## src/verilog/dis_pkg.sv

```systemverilog
package dis_pkg;
   // ==========================================
   // Register map
   localparam logic [7:0]  ADDR_DATA       = 8'hB2;
   localparam logic [7:0]  ADDR_CTRL       = 8'hB3;
   localparam logic [7:0]  ADDR_STAT       = 8'hB4;
   localparam int          DATA_W          = 16;
   localparam int          STAT_W          = 8;
   localparam int          NUM_CH          = 2;
   // ==========================================
   // Divider widths and reset values
   localparam int          N_W             = 20;
   localparam int          R_W             = 13;
   localparam logic [19:0] N_RESET         = 20'h00001;
   localparam logic [12:0] R_RESET         = 13'h0001;
   // ==========================================
   // Divider data word layout
   localparam int          DATA_CH_BIT     = 15;
   localparam int          DATA_SET_BIT    = 14;
   localparam int          DATA_IDX_HI     = 13;
   localparam int          DATA_IDX_LO     = 12;
   localparam int          PAYLOAD_W       = 12;
   localparam int          N_HI_W          = 8;
   localparam logic [1:0]  WORD_N_LO       = 2'h0;
   localparam logic [1:0]  WORD_N_HI       = 2'h1;
   localparam logic [1:0]  WORD_R_LO       = 2'h2;
   localparam logic [1:0]  WORD_R_HI       = 2'h3;
   // ==========================================
   // Control word layout, one byte per channel
   localparam int          CTRL_STRIDE     = 8;
   localparam int          CTRL_EN         = 0;
   localparam int          CTRL_SET        = 1;
   localparam int          CTRL_TOL4       = 2;
   localparam int          CTRL_GAIN       = 3;
   localparam int          CTRL_LOST_MASK  = 4;
   localparam int          CTRL_LOCK_MASK  = 5;
   localparam int          CTRL_PSAVE      = 6;
   localparam int          CTRL_REF_PIN    = 15;
   localparam logic [15:0] CTRL_RESET      = 16'h0000;
   // ==========================================
   // Status layout and lock tolerance
   localparam int          STAT_LOCK_BASE  = 0;
   localparam int          STAT_LOST_BASE  = 2;
   localparam int          ERR_W           = 3;
   localparam logic [2:0]  TOL_ONE         = 3'h1;
   localparam logic [2:0]  TOL_FOUR        = 3'h4;
   localparam logic [2:0]  ERR_MAX         = 3'h7;
endpackage

```

## src/verilog/dis_synth_ctrl.sv

```systemverilog
`timescale 1ns/1ps
// Behaviour
// - Two independent channels with own divider sets, status and pump, one shared reference.
// - One reference select chooses crystal clock or reference pin for both channels.
// - Feedback divider is 20 bits wide, reference divider 13 bits wide.
// - Both dividers bring reference and VCO down to the same comparison rate.
// - Phase-frequency detector per channel drives a three-state charge pump output.
// - Gain bit at control bit 3 or 11 selects high or low pump current.
// - Each channel holds two divider sets; control selects the active one.
// - Four data writes load a set; partial values act until the last.
// - Lock tolerance is one or four undivided reference cycles.
// - Lock is majority of last three measurements held in a shift register.
// - Lock bits readable in 8-bit status register, each maskable onto interrupt.
// - Locked to out-of-lock transition is a sticky event that can interrupt.
module dis_synth_ctrl (
   input  wire logic        clk,
   input  wire logic        rst,
   input  wire logic        ce,
   input  wire logic [7:0]  reg_addr,
   input  wire logic        reg_wr,
   input  wire logic [15:0] reg_wdata,
   input  wire logic        reg_rd,
   output logic      [7:0]  reg_rdata,
   input  wire logic        xtal_clock_in,
   input  wire logic        synth_reference_clock_pin,
   input  wire logic        vco_in_one,
   input  wire logic        vco_in_two,
   output logic             pump_output_channel_one,
   output logic             pump_oe_n_channel_one,
   output logic             pump_gain_high_one,
   output logic             pump_output_channel_two,
   output logic             pump_oe_n_channel_two,
   output logic             pump_gain_high_two,
   output logic             host_irq
);
   // ==========================================
   // Shared state
   logic [2:0]  xtal_sync_reg;
   logic [2:0]  xtal_sync_next;
   logic [2:0]  pin_sync_reg;
   logic [2:0]  pin_sync_next;
   logic [2:0]  vco_sync_reg  [dis_pkg::NUM_CH];
   logic [2:0]  vco_sync_next [dis_pkg::NUM_CH];
   logic [15:0] ctrl_reg;
   logic [15:0] ctrl_next;
   logic [19:0] n_reg  [2 * dis_pkg::NUM_CH];
   logic [19:0] n_next [2 * dis_pkg::NUM_CH];
   logic [12:0] r_reg  [2 * dis_pkg::NUM_CH];
   logic [12:0] r_next [2 * dis_pkg::NUM_CH];
   logic [1:0]  lost_reg;
   logic [1:0]  lost_next;
   logic [7:0]  rdata_reg;
   logic [7:0]  rdata_next;
   logic        irq_reg;
   logic        irq_next;
   logic [1:0]  lock_reg;
   logic [1:0]  lost_evt;
   logic        ref_tick;
   logic [7:0]  status;

   // ==========================================
   // Reference select and status word
   always_comb begin
      ref_tick = ctrl_reg[dis_pkg::CTRL_REF_PIN] ? (pin_sync_reg[1] & ~pin_sync_reg[2])
                                                 : (xtal_sync_reg[1] & ~xtal_sync_reg[2]);
      status = '0;
      status[dis_pkg::STAT_LOCK_BASE +: dis_pkg::NUM_CH] = lock_reg;
      status[dis_pkg::STAT_LOST_BASE +: dis_pkg::NUM_CH] = lost_reg;
   end

   // ==========================================
   // Input synchronisers
   // Only later stages are read, so a metastable first stage never reaches logic
   always_comb begin
      xtal_sync_next   = {xtal_sync_reg[1:0], xtal_clock_in};
      pin_sync_next    = {pin_sync_reg[1:0], synth_reference_clock_pin};
      vco_sync_next[0] = {vco_sync_reg[0][1:0], vco_in_one};
      vco_sync_next[1] = {vco_sync_reg[1][1:0], vco_in_two};
   end

   always_ff @(posedge clk or posedge rst) begin
      if (rst) begin
         xtal_sync_reg   <= '0;
         pin_sync_reg    <= '0;
         vco_sync_reg[0] <= '0;
         vco_sync_reg[1] <= '0;
      end else if (ce) begin
         xtal_sync_reg <= xtal_sync_next;
         pin_sync_reg  <= pin_sync_next;
         vco_sync_reg  <= vco_sync_next;
      end
   end

   // ==========================================
   // Control and divider registers
   always_comb begin
      logic [1:0] sidx;
      sidx = {reg_wdata[dis_pkg::DATA_CH_BIT], reg_wdata[dis_pkg::DATA_SET_BIT]};
      ctrl_next = ctrl_reg;
      n_next = n_reg;
      r_next = r_reg;
      if (reg_wr && reg_addr == dis_pkg::ADDR_CTRL) begin
         ctrl_next = reg_wdata;
      end
      // Each word takes effect at once, so a live set glitches while loading
      if (reg_wr && reg_addr == dis_pkg::ADDR_DATA) begin
         unique case (reg_wdata[dis_pkg::DATA_IDX_HI:dis_pkg::DATA_IDX_LO])
            dis_pkg::WORD_N_LO: n_next[sidx][dis_pkg::PAYLOAD_W-1:0] = reg_wdata[dis_pkg::PAYLOAD_W-1:0];
            dis_pkg::WORD_N_HI: n_next[sidx][dis_pkg::N_W-1:dis_pkg::PAYLOAD_W] =
                                   reg_wdata[dis_pkg::N_HI_W-1:0];
            dis_pkg::WORD_R_LO: r_next[sidx][dis_pkg::PAYLOAD_W-1:0] = reg_wdata[dis_pkg::PAYLOAD_W-1:0];
            dis_pkg::WORD_R_HI: r_next[sidx][dis_pkg::R_W-1] = reg_wdata[0];
         endcase
      end
   end

   always_ff @(posedge clk or posedge rst) begin
      if (rst) begin
         ctrl_reg <= dis_pkg::CTRL_RESET;
         for (int i = 0; i < 2 * dis_pkg::NUM_CH; i++) begin
            n_reg[i] <= dis_pkg::N_RESET;
            r_reg[i] <= dis_pkg::R_RESET;
         end
      end else if (ce) begin
         ctrl_reg <= ctrl_next;
         n_reg    <= n_next;
         r_reg    <= r_next;
      end
   end

   // ==========================================
   // Status, read data and interrupt
   always_comb begin
      // A new loss event in the read cycle survives the clear
      rdata_next = rdata_reg;
      lost_next  = lost_reg | lost_evt;
      if (reg_rd && reg_addr == dis_pkg::ADDR_STAT) begin
         rdata_next = status;
         lost_next  = lost_evt;
      end else if (reg_rd) begin
         rdata_next = '0;
      end
      irq_next = 1'b0;
      for (int c = 0; c < dis_pkg::NUM_CH; c++) begin
         irq_next = irq_next
                  | (lost_reg[c] & ctrl_reg[c*dis_pkg::CTRL_STRIDE + dis_pkg::CTRL_LOST_MASK])
                  | (lock_reg[c] & ctrl_reg[c*dis_pkg::CTRL_STRIDE + dis_pkg::CTRL_LOCK_MASK]);
      end
   end

   always_ff @(posedge clk or posedge rst) begin
      if (rst) begin
         lost_reg  <= '0;
         rdata_reg <= '0;
         irq_reg   <= 1'b0;
      end else if (ce) begin
         lost_reg  <= lost_next;
         rdata_reg <= rdata_next;
         irq_reg   <= irq_next;
      end
   end

   // ==========================================
   // Channel loops
   logic [1:0]  pump_out_reg;
   logic [1:0]  pump_oe_n_reg;
   logic [1:0]  gain_reg;

   for (genvar c = 0; c < dis_pkg::NUM_CH; c++) begin : g_ch
      logic [12:0] rc_reg;
      logic [12:0] rc_next;
      logic [19:0] fc_reg;
      logic [19:0] fc_next;
      logic        up_reg;
      logic        up_next;
      logic        dn_reg;
      logic        dn_next;
      logic [2:0]  err_reg;
      logic [2:0]  err_next;
      logic [2:0]  hist_reg;
      logic [2:0]  hist_next;
      logic        lock_next;
      logic        out_next;
      logic        oe_n_next;
      logic        gain_next;
      logic        active;
      logic        set_sel;
      logic        vco_tick;
      logic [19:0] n_div;
      logic [12:0] r_div;
      logic [2:0]  tol;

      // ==========================================
      // Dividers, phase detector, lock history and pump
      always_comb begin
         logic ref_pulse;
         logic fb_pulse;
         ref_pulse = 1'b0;
         fb_pulse  = 1'b0;
         active  = ctrl_reg[c*dis_pkg::CTRL_STRIDE + dis_pkg::CTRL_EN]
                 & ~ctrl_reg[c*dis_pkg::CTRL_STRIDE + dis_pkg::CTRL_PSAVE];
         set_sel = ctrl_reg[c*dis_pkg::CTRL_STRIDE + dis_pkg::CTRL_SET];
         n_div   = n_reg[{(c != 0), set_sel}];
         r_div   = r_reg[{(c != 0), set_sel}];
         tol     = ctrl_reg[c*dis_pkg::CTRL_STRIDE + dis_pkg::CTRL_TOL4] ? dis_pkg::TOL_FOUR
                                                                         : dis_pkg::TOL_ONE;
         vco_tick = vco_sync_reg[c][1] & ~vco_sync_reg[c][2];
         gain_next = ctrl_reg[c*dis_pkg::CTRL_STRIDE + dis_pkg::CTRL_GAIN];
         rc_next = rc_reg;
         fc_next = fc_reg;
         up_next = up_reg;
         dn_next = dn_reg;
         err_next  = err_reg;
         hist_next = hist_reg;
         lock_next = lock_reg[c];
         if (!active) begin
            rc_next = '0;
            fc_next = '0;
            up_next = 1'b0;
            dn_next = 1'b0;
            err_next  = '0;
            hist_next = '0;
            lock_next = 1'b0;
         end else begin
            // Divide by zero behaves as divide by one
            if (ref_tick) begin
               if (r_div == '0 || rc_reg >= r_div - 13'h0001) begin
                  rc_next = '0;
                  ref_pulse = 1'b1;
               end else begin
                  rc_next = rc_reg + 13'h0001;
               end
            end
            if (vco_tick) begin
               if (n_div == '0 || fc_reg >= n_div - 20'h00001) begin
                  fc_next = '0;
                  fb_pulse = 1'b1;
               end else begin
                  fc_next = fc_reg + 20'h00001;
               end
            end
            // Phase error is counted in undivided reference edges
            if (ref_tick && (up_reg || dn_reg) && err_reg != dis_pkg::ERR_MAX) begin
               err_next = err_reg + 3'h1;
            end
            up_next = up_reg | ref_pulse;
            dn_next = dn_reg | fb_pulse;
            if (up_next && dn_next) begin
               up_next = 1'b0;
               dn_next = 1'b0;
               hist_next = {hist_reg[1:0], (err_next < tol)};
               err_next  = '0;
               lock_next = (hist_next[0] & hist_next[1]) | (hist_next[0] & hist_next[2])
                         | (hist_next[1] & hist_next[2]);
            end
         end
         out_next  = up_next;
         // Floating the pump lets the loop filter hold its charge between events
         oe_n_next = ~(up_next ^ dn_next);
         // Disabling a locked channel also counts as a loss
         lost_evt[c] = lock_reg[c] & ~lock_next;
      end

      always_ff @(posedge clk or posedge rst) begin
         if (rst) begin
            rc_reg   <= '0;
            fc_reg   <= '0;
            up_reg   <= 1'b0;
            dn_reg   <= 1'b0;
            err_reg  <= '0;
            hist_reg <= '0;
            lock_reg[c]      <= 1'b0;
            pump_out_reg[c]  <= 1'b0;
            pump_oe_n_reg[c] <= 1'b1;
            gain_reg[c]      <= 1'b0;
         end else if (ce) begin
            rc_reg   <= rc_next;
            fc_reg   <= fc_next;
            up_reg   <= up_next;
            dn_reg   <= dn_next;
            err_reg  <= err_next;
            hist_reg <= hist_next;
            lock_reg[c]      <= lock_next;
            pump_out_reg[c]  <= out_next;
            pump_oe_n_reg[c] <= oe_n_next;
            gain_reg[c]      <= gain_next;
         end
      end
   end

   // ==========================================
   // Outputs
   assign reg_rdata               = rdata_reg;
   assign host_irq                = irq_reg;
   assign pump_output_channel_one = pump_out_reg[0];
   assign pump_oe_n_channel_one   = pump_oe_n_reg[0];
   assign pump_gain_high_one      = gain_reg[0];
   assign pump_output_channel_two = pump_out_reg[1];
   assign pump_oe_n_channel_two   = pump_oe_n_reg[1];
   assign pump_gain_high_two      = gain_reg[1];
endmodule // dis_synth_ctrl

```

## config.mk

```make
export PLATFORM = sky130hd
export DESIGN_NAME = dis_synth_ctrl
export DESIGN_NICKNAME = d
export VERILOG_FILES = /design/src/verilog/dis_pkg.sv /design/src/verilog/dis_synth_ctrl.sv
export SDC_FILE = /design/constraint.sdc
export NUM_CORES = 1
export LEC_CHECK = 0
export ABC_AREA = 1
export BUFFER_PORTS_ARGS = -buffer_cell sky130_fd_sc_hd__buf_2
export CORE_ASPECT_RATIO = 1.5
export CORE_UTILIZATION = 38
export CTS_CLUSTER_DIAMETER = 200
export DETAILED_ROUTE_END_ITERATION = 16
export GPL_TIMING_DRIVEN = 0
export SLEW_MARGIN = 20
export SYNTH_ARGS = -nofsm -noshare
export SYNTH_HDL_FRONTEND = slang
export SYNTH_SLANG_ARGS = --single-unit
```

## constraint.sdc

```tcl
create_clock -name clk -period 13.1 [get_ports clk]
set_clock_uncertainty 0.2 [all_clocks]
set_input_delay 0 -clock clk [delete_from_list [all_inputs] [get_ports clk]]
set_output_delay 0 -clock clk [all_outputs]
set_load 0.02 [all_outputs]
```

# Word-level counts from Yosys, hierarchy flattened
# Index checks and enable logic that the tools add are counted.
# op_classes
addsub	10
order_cmp	10
eq_ne	14
mux	80
bitwise	45
reduce_logical	34
# ops
operator	n
$mux W20	11
$bwmux W80	2
$pmux W80 S2	1
$mux W13	11
$bwmux W52	2
$pmux W52 S2	1
$bmux W20 S2	2
$demux W20 S2	2
$bmux W13 S2	2
$demux W13 S2	2
$add A20 B1 Y20 const B	2
$ge A20 B20 Y1	2
$logic_not A20 Y1	2
$sub A20 B1 Y20 const B	2
$mux W3	10
$add A13 B1 Y13 const B	2
$ge A13 B13 Y1	2
$logic_not A13 Y1	2
$sub A13 B1 Y13 const B	2
$mux W1	25
$eq A8 B8 Y1 const B	3
$mux W12	2
$and A1 B1 Y1	18
$mux W8	2
22 further kinds	81
# word_totals
register_bits	257
input_bits	33
output_inout_bits	15

# Logic depth before layout (Yosys ltp)
# depth
ltp_word	18
depth_mapped	28

# Least setup slack after synthesis
# OpenSTA, ideal clock, no wires.
# synth_timing
kind	reg2reg
start	register ctrl_reg[9]
end	register g_ch[1].fc_reg[11]
setup_time_ns	0.083
arrival_ns	3.375
slack_ns	9.442
stages_incl_launch_ff	23
path_buffers	3
path_cell_list	dfrtp_1 -> buf_6 -> buf_8 -> or2_1 -> o21ai_2 -> ha_1 -> nand3_2 -> nor2_2 -> nand3_1 -> nor3_1 -> xnor2_1 -> ha_1 -> nand2_1 -> nor2_1 -> and2_1 -> nand2_1 -> nor2_1 -> nor2_1 -> nand3_4 -> nor2_4 -> buf_6 -> nand3_1 -> o21ai_0
# synth_between
elab_chain_len	10
elab_cells_between_ends	11
classes_between	1 x add/sub; 1 x order compare; 6 x mux; 1 x bitwise; 2 x reduce/logical
# synth_lines
element	line_no	rtl
start: declaration	dis_synth_ctrl.sv:44	logic [15:0] ctrl_reg;
start signal: assignment	dis_synth_ctrl.sv:119	ctrl_reg <= dis_pkg::CTRL_RESET;
start signal: assignment	dis_synth_ctrl.sv:125	ctrl_reg <= ctrl_next;
$not A2 Y3 (*)	dis_synth_ctrl.sv:203	n_div = n_reg[{(c != 0), set_sel}];
$bmux W20 S2 (*)	dis_synth_ctrl.sv:203	
$mux W20 (implied by the code) (*) (2 in series)	dis_synth_ctrl.sv:203	
$sub A20 B1 Y20	dis_synth_ctrl.sv:235	if (n_div == '0 || fc_reg >= n_div - 20'h00001) begin
$ge A20 B20 Y1	dis_synth_ctrl.sv:235	
$logic_or A1 B1 Y1 (*)	dis_synth_ctrl.sv:235	
$mux W20 (*)	dis_synth_ctrl.sv:235	
$mux W20 (*)	dis_synth_ctrl.sv:234	if (vco_tick) begin
$mux W20 (*)	dis_synth_ctrl.sv:216	if (!active) begin
end signal: assignment	dis_synth_ctrl.sv:278	fc_reg <= fc_next;
end: declaration	dis_synth_ctrl.sv:172	logic [19:0] fc_reg;
# Every way passes the cells marked *; elsewhere a longest branch is shown, timed or not. The select of a mux whose other input is x is not followed.
# A chain may end at the register's enable or synchronous reset.

# Worst setup path after layout
# layout_timing
start	register ctrl_reg[1]
end	register g_ch[0].dn_reg
# layout_between
elab_chain_len	14
elab_cells_between_ends	26
classes_between	2 x add/sub; 2 x order compare; 14 x mux; 3 x bitwise; 5 x reduce/logical
# layout_lines
element	line_no	rtl
$not A1 Y3 (*)	dis_synth_ctrl.sv:203, dis_synth_ctrl.sv:204	
$bmux W20 S2 / $bmux W13 S2 (equally long branches)	dis_synth_ctrl.sv:203, dis_synth_ctrl.sv:204	
$mux W20 (implied by the code) / $mux W13 (equally long branches) (2 in series)	dis_synth_ctrl.sv:203, dis_synth_ctrl.sv:204	
$sub A20 B1 Y20 / $sub A13 B1 Y13 (equally long branches)	dis_synth_ctrl.sv:235, dis_synth_ctrl.sv:227	
$ge A20 B20 Y1 / $ge A13 B13 Y1 (equally long branches)	dis_synth_ctrl.sv:235, dis_synth_ctrl.sv:227	
$logic_or A1 B1 Y1, on equally long branches	dis_synth_ctrl.sv:235, dis_synth_ctrl.sv:227	
$mux W1, on equally long branches	dis_synth_ctrl.sv:235, dis_synth_ctrl.sv:227	
$mux W1, on equally long branches	dis_synth_ctrl.sv:234, dis_synth_ctrl.sv:226	
$mux W1	dis_synth_ctrl.sv:216	
$or A1 B1 Y1, on equally long branches	dis_synth_ctrl.sv:247, dis_synth_ctrl.sv:246	
$logic_and A1 B1 Y1	dis_synth_ctrl.sv:248	if (up_next && dn_next) begin
$mux W1 (*)	dis_synth_ctrl.sv:248	
$mux W1 (*)	dis_synth_ctrl.sv:216	
end signal: assignment	dis_synth_ctrl.sv:280	dn_reg <= dn_next;
end: declaration	dis_synth_ctrl.sv:176	logic dn_reg;
# Marks and branches as above.

==> flow_metrics.tcl <==
set metrics [dict create \
    status "complete, no violations" \
    gp_congestion 0.873 \
    placement.io_buffers 42 \
    drt_wl_total_um 39300 \
    clk_pin_slew_ns 0.06 \
    syn_inst 1920 \
    final_cell_mix "nand2_1 (579), dfrtp_1 (242), o21ai_0 (212)" \
    die_w_um 163 \
    place_inst 2463 \
    grt_max_degree 87 \
    synth_top_area_cell "dfrtp_1" \
    synth_area_leaders "dfrtp_1 (41%), nand2_1 (15%), o21ai_0 (7.2%)" \
    drtAntennaViolNets 0 \
    worstPathCellList "buf_4 -> buf_4 -> mux2i_1 -> ha_1 -> nand3_1 -> nor2_1 -> nand3_1 -> inv_1 -> nand3_1 -> nor3_1 -> xor2_1 -> ha_1 -> nand2_1 -> inv_1 -> nand3_1 -> inv_1 -> a21oi_1 -> nand3_1 -> o21ai_0 -> nand3_1 -> inv_1 -> nand2_1 -> o21ai_0" \
    synth_cell_types 57 \
    max_slew_margin_pct 41.5 \
    maxCapViolCount 0 \
    largest_reg_flops 80 \
    period_share_pct 39.0 \
    drv_slew 0 \
    first_pass_iters 5 \
    start_kind "flop" \
    hold_class "in2reg" \
    rsz0062_at_grt "false" \
    synthFlopType "dfrtp_1" \
    final_core_util_pct 44.6 \
    tns_ns 0 \
    overflow 0 \
    fmax_mhz 195 \
    p_per_area_mw_per_mm2 104 \
    crit_top_cell "nand3_1" \
    fin_cells 2553 \
    slowest_stage "o21ai_0" \
    cp_max_fo 10 \
    ys_ff_latch 252 \
    yosysSeqAreaShare_pct 42.6 \
    path_class "reg2reg" \
    crit_path_end_kind "flop" \
    tightest_slew_ns 0.877 \
    path_buf_inv 6 \
    core-area_mm2 0.0384 \
    grt_pass1_wl_um 65000 \
    syn_avg_cell_area_um2 7.73 \
    dieArea_mm2 0.0399 \
    grt_usage_pct 20.4 \
    irDropWorstVdd_mv 0.0790 \
    syn_area_mm2 0.0148 \
    cts-root-buf "clkbuf_16" \
    initial_core_util_pct 38.6 \
    cp_top_family "simple AND/OR/NAND/NOR gates" \
    synth_edf_count 0 \
    hold_viol 0 \
    cts_num_sinks 252 \
    clock_latency_ns 0.55 \
    vias 12900 \
    grt_pass1_vias 13000 \
    ys_warn_count 0 \
    area_delta_synth_final_pct 15.5 \
    slowest_delay_ns 0.64 \
    arrival_ns 5.38 \
    holdWs_ns 0.0548 \
    grt_antenna_before_repair 0 \
    cts_resized 0 \
    first_iter_violations 711 \
    worst-r2r-setup-slack_ns 7.98 \
    cts_tree "yes" \
    stdcell_area_mm2 0.0171 \
    antennaDiodeCount 0 \
    layout_commonest_cell "nand2_1" \
    numCtsBuffers 27 \
    required_ns 13.36 \
    dp_hpwl_um 29200 \
    wl_per_cell_um 15.4 \
    leakage_nw 8.67 \
    drc 0 \
    htree_levels 1 \
    post-cts-setup-buffers 0 \
    final_layout_size_suffix_gt1_share_pct 9.23 \
    rows 88 \
    fin_nets 2152 \
    die_h_um 244 \
    vias_per_cell 5.07 \
    synth_top_area_share_pct 40.8 \
    io_pins 48 \
    final.min_clock_period_ns 5.12 \
    clk_path_buf_depth 3 \
    finalSetupViolCount 0 \
    async_flop_share_pct 100 \
    placed_area_mm2 0.0158 \
]
==> repair_timing <==
action	CTS	global route
endpoints found under the setup margin	0	0
hold buffers	42	0
endpoints found under the hold margin	347	0
==> Yosys cell counts (5+ instances only) <==
master / instances
dfstp_2: 10
nand2_1: 579
nand3_1: 102
clkbuf_1: 38
nand3b_1: 5
nand4_1: 40
ha_1: 80
buf_2: 7
a21oi_1: 38
nand3_2: 5
or2_2: 8
a31oi_1: 5
nor3_1: 23
buf_6: 6
nor2_1: 139
o21ai_2: 10
nand2_2: 12
xnor2_1: 20
nor2_2: 12
o22ai_1: 11
dfrtp_1: 242
inv_2: 8
o21ai_1: 6
o21ai_0: 213
nor4_1: 5
inv_1: 184
buf_4: 7
xor2_1: 54
==> metal layers <==
metal,vias to the layer above,GRT usage (%),part of all wire [%]
li1,6474,-,-
met5,-,0,0
met4,0,6.51,2.4
met2,228,37.8,53
met3,57,2.07,3.3
met1,6178,24.1,41
==> worst register-to-register path, cell delays in order (launching register included) <==
cell     delay (ns)
dfrtp_1        0.37
buf_4          0.21
buf_4          0.22
mux2i_1        0.46
ha_1           0.27
nand3_1        0.15
nor2_1         0.22
nand3_1        0.17
inv_1          0.08
nand3_1        0.11
nor3_1         0.21
xor2_1         0.21
ha_1           0.29
nand2_1        0.09
inv_1          0.05
nand3_1        0.09
inv_1          0.05
a21oi_1        0.15
nand3_1        0.13
o21ai_0        0.64
nand3_1        0.33
inv_1          0.12
nand2_1        0.07
o21ai_0        0.14
==> area by class of cell <==
cell class | count | area, µm²
clock inverter | 10 | 165
inverter | 193 | 732
sequential | 252 | 6320
timing repair buffer | 87 | 713
buffer | 59 | 313
tap | 495 | 619
multi-input combinational | 1419 | 7490
fill | 3824 | 21300
clock buffer | 38 | 777
==> cells by family (layout without fill, tap and decap cells) <==
| logic type | Yosys count | count (layout) | synth area share [%] |
|---|---|---|---|
| flops | 252 | 252 | 42.6 |
| fa+ha+maj | 80 | 80 | 6.75 |
| other cells | 1 | 4 | 0.0253 |
| mux | 8 | 8 | 0.573 |
| simple gates | 950 | 950 | 27.6 |
| xor+xnor | 74 | 74 | 4.37 |
| compound gates | 303 | 303 | 11.1 |
| buf+inv | 252 | 387 | 6.99 |
==> report_power, final <==
part / switching, mW / leakage [nW] / internal [mW]
Clock: 0.327 / 0.463 / 0.492
Sequential: 0.00583 / 3.45 / 0.788
Combinational: 0.110 / 4.76 / 0.0532
Total: 0.443 / 8.67 / 1.33
==> path summary, 6_finish.rpt <==
| path | startpoint | to | depth (start not counted) |
|---|---|---|---|
| setup / recovery | ctrl_reg[1]$_DFFE_PP0P_ | g_ch[0].dn_reg$_DFFE_PP0P_ | 23 |
| hold / removal | xtal_clock_in | xtal_sync_reg[0]$_DFFE_PP0P_ | 4 |
| setup reg to reg | ctrl_reg[1]$_DFFE_PP0P_ | g_ch[0].dn_reg$_DFFE_PP0P_ | 23 |
| hold reg to reg | pump_gain_high_one$_DFFE_PP0P_ | pump_gain_high_one$_DFFE_PP0P_ | 2 |
| max in group asynchronous | rst | pump_oe_n_channel_one$_DFFE_PP1P_ | 6 |
| min in group asynchronous | rst | g_ch[0].fc_reg[12]$_DFFE_PP0P_ | 4 |
==> metrics by stage <==
| stage | total power, mW | setup slack, ns |
|---|---|---|
| after detailed placement | 0.966 | 8.09 |
| after global routing | 1.83 | 7.62 |
| after global placement | 0.960 | 2.83 |
| final | 1.78 | 7.98 |
| after floorplan | 0.911 | 5.99 |
| after CTS | 1.79 | 8.04 |
Power figures use the tool's default switching activity.
